==> src/design/asw_defs.vh <==
// constants for the asynchronous sram word controller
//
// Behaviour
// - write only with both chip selects asserted and write strobe low; with SINGLE_SEL set the controller holds the second select low.
// - read needs selects asserted, output enable low, write strobe high throughout.
// - controller waits at least 100 us after power before first access.
// - controller deselects no later than 0 ns before retention supply level.
// - write ends when any of selects, strobe or lane select deasserts.
`ifndef ASW_DEFS_VH
`define ASW_DEFS_VH
`define ASW_ADDR_W        20
`define ASW_DATA_W        16
`define ASW_CLK_MHZ       50
`define ASW_POWER_US      100
`define ASW_POWER_CYC     (`ASW_POWER_US * `ASW_CLK_MHZ)
`define ASW_CYC_NS        20
`define ASW_ACCESS_NS     10
`define ASW_ACCESS_CYC    (((`ASW_ACCESS_NS + `ASW_CYC_NS - 1) / `ASW_CYC_NS) + 1)
`define ASW_WPULSE_NS     7
`define ASW_WPULSE_CYC    ((`ASW_WPULSE_NS + `ASW_CYC_NS - 1) / `ASW_CYC_NS)
`define ASW_DESEL_TO_RET_NS 0
`define ASW_SYNC_STAGES   2
`endif

==> src/design/asw_ctrl.v <==
// host controller driving an asynchronous 1M x 16 static memory
`timescale 1ns/1ns
`default_nettype none
`include "asw_defs.vh"
module asw_ctrl #(
  parameter POWER_CYC = `ASW_POWER_CYC,
  parameter SINGLE_SEL = 0
) (
  input  wire        sys_clk_i,
  input  wire        nrst_i,
  input  wire        req_i,
  input  wire        req_write_i,
  input  wire [19:0] req_addr_i,
  input  wire [15:0] req_wdata_i,
  input  wire [1:0]  req_lane_n_i,
  input  wire        retain_i,
  output reg         ready_o,
  output reg         done_o,
  output reg  [15:0] rdata_o,
  output reg  [19:0] mem_addr_o,
  output reg         mem_sel1_n_o,
  output reg         mem_sel2_o,
  output reg         mem_we_n_o,
  output reg         mem_oe_n_o,
  output reg         lower_lane_select_n_o,
  output reg         upper_lane_select_n_o,
  output reg  [15:0] mem_dq_o,
  output reg  [15:0] mem_dq_oe_n_o,
  input  wire [15:0] mem_dq_i
);
  localparam ST_POWER = 3'h0;
  localparam ST_IDLE  = 3'h1;
  localparam ST_WR    = 3'h2;
  localparam ST_WEND  = 3'h3;
  localparam ST_RD    = 3'h4;
  localparam ST_RET   = 3'h5;
  localparam integer ACC_CYC_I = `ASW_ACCESS_CYC;
  localparam integer WP_CYC_I  = `ASW_WPULSE_CYC;
  localparam integer SYNC_I    = `ASW_SYNC_STAGES;
  localparam [3:0]   ACC_CYC   = ACC_CYC_I[3:0];
  localparam [3:0]   WP_CYC    = WP_CYC_I[3:0];
  // read data passes the pin synchroniser before it is sampled
  localparam [3:0]   RD_LAST   = ACC_CYC + SYNC_I[3:0];
  localparam [31:0]  PWR_LAST  = POWER_CYC - 1;

  reg [2:0]  st_q;
  reg [31:0] pwr_q;
  reg [3:0]  cnt_q;
  reg [15:0] dq_s1_q;
  reg [15:0] dq_s2_q;
  reg        ret_s1_q;
  reg        ret_s2_q;
  reg [1:0]  lane_q;
  reg        rst_n_s1_q;
  reg        rst_n_s2_q;

  // read byte as seen on the pins, zero when that lane was not selected
  function [7:0] lane_pick;
    input       sel_n;
    input [7:0] bits;
    begin
      lane_pick = sel_n ? 8'h00 : bits;
    end
  endfunction

  // per-bit drive enables; a masked lane stays released during a write
  function [15:0] lane_oe_n;
    input [1:0] sel_n;
    begin
      lane_oe_n = {{8{sel_n[1]}}, {8{sel_n[0]}}};
    end
  endfunction

  // release reset on a clock edge so no flop sees it inside its recovery window
  always @(posedge sys_clk_i or negedge nrst_i) begin
    if (!nrst_i) begin
      rst_n_s1_q <= 1'b0;
      rst_n_s2_q <= 1'b0;
    end else begin
      rst_n_s1_q <= 1'b1;
      rst_n_s2_q <= rst_n_s1_q;
    end
  end

  // data pins are asynchronous to our clock
  always @(posedge sys_clk_i or negedge rst_n_s2_q) begin
    if (!rst_n_s2_q) begin
      dq_s1_q <= 16'h0000;
      dq_s2_q <= 16'h0000;
    end else begin
      dq_s1_q <= mem_dq_i;
      dq_s2_q <= dq_s1_q;
    end
  end

  // retention request comes from the supply monitor, not from our clock
  always @(posedge sys_clk_i or negedge rst_n_s2_q) begin
    if (!rst_n_s2_q) begin
      ret_s1_q <= 1'b0;
      ret_s2_q <= 1'b0;
    end else begin
      ret_s1_q <= retain_i;
      ret_s2_q <= ret_s1_q;
    end
  end

  always @(posedge sys_clk_i or negedge rst_n_s2_q) begin
    if (!rst_n_s2_q) begin
      st_q                  <= ST_POWER;
      pwr_q                 <= 32'h00000000;
      cnt_q                 <= 4'h0;
      lane_q                <= 2'h3;
      ready_o               <= 1'b0;
      done_o                <= 1'b0;
      rdata_o               <= 16'h0000;
      mem_addr_o            <= 20'h00000;
      mem_sel1_n_o          <= 1'b1;
      mem_sel2_o            <= 1'b0;
      mem_we_n_o            <= 1'b1;
      mem_oe_n_o            <= 1'b1;
      lower_lane_select_n_o <= 1'b1;
      upper_lane_select_n_o <= 1'b1;
      mem_dq_o              <= 16'h0000;
      mem_dq_oe_n_o         <= 16'hFFFF;
    end else begin
      done_o <= 1'b0;
      case (st_q)
        ST_POWER: begin
          // no access before the power-up wait expires
          if (pwr_q >= PWR_LAST) begin
            st_q    <= ST_IDLE;
            ready_o <= 1'b1;
          end else begin
            pwr_q <= pwr_q + 32'h00000001;
          end
        end
        ST_IDLE: begin
          if (ret_s2_q) begin
            // already deselected here, so retention is safe at once
            st_q    <= ST_RET;
            ready_o <= 1'b0;
          end else if (req_i) begin
            ready_o               <= 1'b0;
            mem_addr_o            <= req_addr_i;
            lane_q                <= req_lane_n_i;
            mem_sel1_n_o          <= 1'b0;
            mem_sel2_o            <= (SINGLE_SEL != 0) ? 1'b0 : 1'b1;
            lower_lane_select_n_o <= req_lane_n_i[0];
            upper_lane_select_n_o <= req_lane_n_i[1];
            cnt_q                 <= 4'h0;
            if (req_write_i) begin
              st_q          <= ST_WR;
              mem_we_n_o    <= 1'b0;
              mem_oe_n_o    <= 1'b1;
              mem_dq_o      <= req_wdata_i;
              // drive only the lanes being written
              mem_dq_oe_n_o <= lane_oe_n(req_lane_n_i);
            end else begin
              st_q          <= ST_RD;
              mem_we_n_o    <= 1'b1;
              mem_oe_n_o    <= 1'b0;
              mem_dq_oe_n_o <= 16'hFFFF;
            end
          end
        end
        ST_WR: begin
          if (cnt_q >= WP_CYC) begin
            // strobe rises first; data held a cycle past the end
            st_q       <= ST_WEND;
            mem_we_n_o <= 1'b1;
          end else begin
            cnt_q <= cnt_q + 4'h1;
          end
        end
        ST_WEND: begin
          st_q                  <= ST_IDLE;
          mem_dq_oe_n_o         <= 16'hFFFF;
          mem_sel1_n_o          <= 1'b1;
          mem_sel2_o            <= 1'b0;
          lower_lane_select_n_o <= 1'b1;
          upper_lane_select_n_o <= 1'b1;
          done_o                <= 1'b1;
          ready_o               <= 1'b1;
        end
        ST_RD: begin
          // two sync stages added to access time before sampling
          if (cnt_q >= RD_LAST) begin
            st_q                  <= ST_IDLE;
            rdata_o[7:0]          <= lane_pick(lane_q[0], dq_s2_q[7:0]);
            rdata_o[15:8]         <= lane_pick(lane_q[1], dq_s2_q[15:8]);
            mem_oe_n_o            <= 1'b1;
            mem_sel1_n_o          <= 1'b1;
            mem_sel2_o            <= 1'b0;
            lower_lane_select_n_o <= 1'b1;
            upper_lane_select_n_o <= 1'b1;
            done_o                <= 1'b1;
            ready_o               <= 1'b1;
          end else begin
            cnt_q <= cnt_q + 4'h1;
          end
        end
        ST_RET: begin
          // hold every strobe off while the supply may sit at retention level
          mem_sel1_n_o  <= 1'b1;
          mem_sel2_o    <= 1'b0;
          mem_we_n_o    <= 1'b1;
          mem_oe_n_o    <= 1'b1;
          mem_dq_oe_n_o <= 16'hFFFF;
          if (!ret_s2_q) begin
            st_q    <= ST_IDLE;
            ready_o <= 1'b1;
          end
        end
        default: begin
          // an unused code falls back to a deselected, idle bus
          st_q          <= ST_IDLE;
          ready_o       <= 1'b1;
          mem_sel1_n_o  <= 1'b1;
          mem_sel2_o    <= 1'b0;
          mem_we_n_o    <= 1'b1;
          mem_oe_n_o    <= 1'b1;
          mem_dq_oe_n_o <= 16'hFFFF;
        end
      endcase
    end
  end
  // is a device duty; we never deselect with strobe rising together
endmodule // asw_ctrl
`default_nettype wire

==> config.mk <==
export PLATFORM = sky130hd
export DESIGN_NAME = asw_ctrl
export DESIGN_NICKNAME = d
export VERILOG_FILES = /design/src/design/asw_ctrl.v
export VERILOG_INCLUDE_DIRS = /design/src /design/src/design
export SDC_FILE = /design/constraint.sdc
export NUM_CORES = 1
export LEC_CHECK = 0
export ABC_AREA = 1
export BUFFER_PORTS_ARGS = -buffer_cell sky130_fd_sc_hd__buf_2
export CORE_ASPECT_RATIO = 0.5
export CORE_MARGIN = 1.5
export CORE_UTILIZATION = 30
export CTS_BUF_LIST = sky130_fd_sc_hd__clkbuf_8
export CTS_CLUSTER_SIZE = 24
export DETAILED_ROUTE_END_ITERATION = 10
export GPL_ROUTABILITY_DRIVEN = 0
export MAX_ROUTING_LAYER = met4
export PLACE_DENSITY = 0.51
export SYNTH_ARGS = -nofsm -noshare
export SYNTH_HDL_FRONTEND = slang
export SYNTH_SLANG_ARGS = --single-unit
==> constraint.sdc <==
create_clock -name sys_clk_i -period 9.31 [get_ports sys_clk_i]
set_clock_uncertainty 0.05 [all_clocks]
set_input_delay 1.862 -clock sys_clk_i [delete_from_list [all_inputs] [get_ports sys_clk_i]]
set_output_delay 1.862 -clock sys_clk_i [all_outputs]
set_load 0.05 [all_outputs]
* Yosys cells after proc, flatten, opt, wreduce, memory -nomap -nowiden
Index checks and enable logic that the tools add are counted.
Operators by class: add/subtract/negate cells 2, magnitude comparators 3, equal/unequal tests 14, mux-type cells 48, bitwise gates (word level) 7, reductions and logical operators 19
Operator list (count):
- two-way mux 16 bit | 3
- adder 32 x 1 -> 32 bit (second input constant) | 1
- greater-or-equal comparator 32 x 13 -> 1 bit (second input constant) | 1
- case mux 16 bit (2 select lines) | 1
- two-way mux 1 bit | 21
- two-way mux 3 bit | 7
- AND reduction 4 bit | 5
- case mux 1 bit (3 select lines) | 6
- two-way mux 4 bit | 4
- two-way mux 8 bit | 2
- != test 2 bit (second input constant) | 8
- case mux 3 bit (5 select lines) | 1
- AND reduction 5 bit | 3
- case mux 4 bit (3 select lines) | 1
- OR reduction 3 bit | 3
- inverter 1 bit | 7
- equality test 3 x 2 -> 1 bit (second input constant) | 2
- equality test 3 bit (second input constant) | 2
- AND reduction 3 bit | 2
- nonzero test 3 bit | 2
- case mux 1 bit (5 select lines) | 1
- adder 4 x 1 -> 4 bit (second input constant) | 1
- greater-or-equal comparator 4 x 1 -> 1 bit (second input constant) | 1
- greater-or-equal comparator 4 x 3 -> 1 bit (second input constant) | 1
- other kinds (6) | 7
Word-level totals: register bits after elaboration 153, input bits 59, output and inout port bits 76

* Logic depth before layout (Yosys ltp)
depth in word-level cells 4, mapped depth 10, mapped depth without buffers 10

* Least setup slack after synthesis
Ideal clock, no wire load.
path type reg-to-output, start reg, netlist name mem_dq_oe_n_o[14], end out mem_dq_oe_n_o[10], data arrival time 0.991 ns, required time 7.398 ns, slack 6.407 ns, cell stages (with the launch flop) 2, path buffers 1, cell sequence dfstp_2 buf_4
RTL lines:
- end, declared | RTL line asw_ctrl.v:28 | output reg [15:0] mem_dq_oe_n_o,

* Final worst setup path
start reg mem_dq_oe_n_o[14], end out mem_dq_oe_n_o[14]
RTL lines:
- start signal, assigned | RTL line asw_ctrl.v:157 | mem_dq_oe_n_o <= lane_oe_n(req_lane_n_i);
No word-level cell between the ends.

==> results.py <==
metrics = {
    "status": {
        "outcome": "finished clean",
    },
    "floorplan": {
        "dieArea_sq_um": 18900,
        "ios": 135,
        "die_h_microns": 97.9,
        "die_x_microns": 193,
        "rows": 34,
        "coreArea_sq_um": 17500,
        "start_util": 0.309,
    },
    "clocking": {
        "cts_buffer_depth": 2,
        "ctsHoldBuffers": 0,
        "insertion_delay_ps": 430,
        "cts_num_sinks": 139,
        "htree_num_levels": 4,
        "tritoncts": "done",
        "cts_setup_buffers": 0,
        "cts_buffers": 17,
        "clock-root-buffer": "clkbuf_8",
        "clkTransAtPathRegs_ps": 80,
        "cts_resized": 0,
    },
    "sta": {
        "post-route-min-period_ps": 3240,
        "rsz0062_at_grt": "false",
        "slew_headroom": 0.382,
        "finalCritPeriodShare": 0.348,
        "max_freq_ghz": 0.309,
        "finalHoldViolations": 0,
        "setup_viol": 0,
        "worst_pin_slew_ps": 928,
        "setup-tns-final_ps": 0,
        "hold_ws_ps": 288,
        "slew_viol_final": 0,
    },
    "final_layout": {
        "nNetsFinal": 732,
        "finalNonFillerCells": 915,
        "antenna_cells": 0,
        "syn_to_final_growth_pct": 22.0,
        "fill_cells": 1744,
        "design_area_sq_um": 6590,
        "layout-drive-gt1-share": 0.292,
    },
    "yosys": {
        "syn_avg_cell_area_sq_um": 9.68,
        "syn_area_sq_um": 5400,
        "netlist_instances": 558,
        "yosysSeqAreaShare": 0.646,
        "async_reset_ff_frac": 1.00,
        "synth_edf_count": 0,
        "ys_ff_latch": 139,
        "syn_nets": 621,
        "ys_types": 32,
        "yosys_most_used_dff": "dfrtp_1",
        "yosysWarnings": 0,
    },
    "worst_hold_path": {
        "worstHoldPathType": "register to register",
    },
    "routing": {
        "routed_wl_microns": 11500,
        "drt_pre_antenna_iters": 4,
        "drt_iter0_markers": 226,
        "vias": 3799,
        "via_per_inst": 4.15,
        "ant_nets": 0,
        "drc": 0,
        "drt-wirelength-per-cell_microns": 12.6,
    },
    "pwr": {
        "peakVddDrop_v": 0.000215,
        "p_leak_nw": 3.53,
        "power_density_nw_per_um2": 340,
        "finalPower_mw": 2.24,
    },
    "critical_path": {
        "cp_max_fo": 9,
        "crit_family": "flip-flops",
        "max_stage_delay_ps": 610,
        "crit_path_cell_trace": "buf_2",
        "slowest_stage": "dfstp_2",
        "crit_arrival_ps": 1330,
        "cp.required_ps": 7400,
        "cp_num_buf_inv": 1,
        "start_kind": "register",
        "cp-end-kind": "primary output",
        "crit_type": "register to primary output",
    },
    "global_route": {
        "track_usage": 0.132,
        "grt_max_degree": 73,
        "grt_pass1_vias": 3578,
        "overflow": 0,
        "antenna_found_initial": 0,
        "grt_pass1_wl_microns": 18600,
    },
    "place": {
        "placed_cells": 884,
        "hpwlAfterDp_microns": 7900,
        "io_buffers": 134,
        "place_area_sq_um": 6130,
    },
    "job": {
        "maxCapViolations": 0,
    },
}
[report_power, final]
part / internal, mW / switching, mW
registers: 0.730 / 0.0749
logic: 0.181 / 0.687
clock network: 0.328 / 0.241
total: 1.24 / 1.00
[routing by layer]
| metal | track usage | share of wire |
|---|---|---|
| met1 | 0.168 | 0.48 |
| met2 | 0.203 | 0.48 |
| met3 | 0.0341 | 0.034 |
| met4 | 0.0465 | 0.012 |
| met5 | - | 0 |
[sequential cells by signal, indices dropped and copies added (netlist names), 2 cells and up]
register / flops
dq_s2_q: 16
lane_q: 2
rdata_o: 16
pwr_q: 32
dq_s1_q: 16
st_q: 3
mem_dq_oe_n_o: 2
mem_dq_o: 16
cnt_q: 4
mem_addr_o: 20
[final cells by class]
class | count | area, sq um | share of cell area
clock buffers | 18 | 248 | 0.0376
clock inverters | 13 | 215 | 0.0326
inverters | 36 | 138 | 0.0209
multi-input cells | 340 | 1530 | 0.232
flip-flops and latches | 139 | 3490 | 0.530
well taps | 234 | 293 | 0.0444
repair buffers | 135 | 678 | 0.103
[worst paths after layout]
kind | start | slack (ps) | cells past startpoint | to
max | mem_dq_oe_n_o[14]$_DFFE_PN1P_ | 6070 | 1 | mem_dq_oe_n_o[14]
min | dq_s1_q[15]$_DFF_PN0_ | 290 | 0 | dq_s2_q[15]$_DFF_PN0_
max reg2reg | st_q[1]$_DFFE_PN0P_ | 6950 | 8 | lane_q[0]$_DFFE_PN1P_
min reg2reg | dq_s1_q[15]$_DFF_PN0_ | 290 | 0 | dq_s2_q[15]$_DFF_PN0_
max in group asynchronous | rst_n_s2_q$_DFF_PN0_ | 7350 | 1 | dq_s1_q[13]$_DFF_PN0_
min in group asynchronous | rst_n_s2_q$_DFF_PN0_ | 400 | 0 | mem_addr_o[8]$_DFFE_PN0P_
[synthesized netlist by cell type (2+ instances only)]
cell | n | area, sq um
nand2_1 | 208 | 781
dfrtp_1 | 130 | 3250
nor2_1 | 36 | 135
inv_1 | 26 | 97.6
nand3_1 | 25 | 125
clkbuf_1 | 19 | 71.3
buf_4 | 15 | 113
a21oi_1 | 10 | 50.1
nand4_1 | 10 | 62.6
dfstp_2 | 9 | 236
o21ai_1 | 9 | 45.0
inv_2 | 7 | 26.3
nor3_1 | 7 | 35.0
buf_2 | 6 | 30.0
o21ai_0 | 5 | 25.0
ha_1 | 4 | 50.1
nand2_2 | 4 | 25.0
buf_6 | 3 | 33.8
nand3_2 | 3 | 30.0
nor2_2 | 3 | 18.8
nor2_4 | 3 | 33.8
xnor2_1 | 3 | 26.3
xor2_1 | 3 | 26.3
clkinv_1 | 2 | 7.51
[per-stage QoR]
stage	utilization	worst slack, ps
2_1_floorplan	-	5120
3_3_place_gp	0.351	5640
3_5_place_dp	0.351	5630
4_1_cts	0.377	6040
5_1_grt	0.377	5910
6_report	0.377	6070
[kinds of logic after synthesis]
group / share of synthesized area
simple gates: 0.237
flops: 0.646
buf+inv: 0.0713
compound gates: 0.0264
xor+xnor: 0.00973
fa+ha+maj: 0.00926
other cells: 0.000694
[layout by cell type, fill, tap and decap left out, types with 2 or more instances in the layout]
cell	Yosys	layout
nand3_1	25	25
clkinv_1	2	2
inv_2	7	7
nor2_1	36	36
buf_2	6	134
dfstp_2	9	9
a21oi_1	10	10
nand4_1	10	10
inv_6	0	3
xnor2_1	3	3
nor2_4	3	3
clkbuf_8	0	18
xor2_1	3	3
o21ai_0	5	5
bufinv_16	0	5
o21ai_1	9	9
dfrtp_1	130	129
ha_1	4	4
clkinv_4	0	3
inv_1	26	26
nand2_1	208	208
nor2_2	3	3
nand2_2	4	4
nor3_1	7	7
nand3_2	3	3
(Power assumes the default switching activity.)
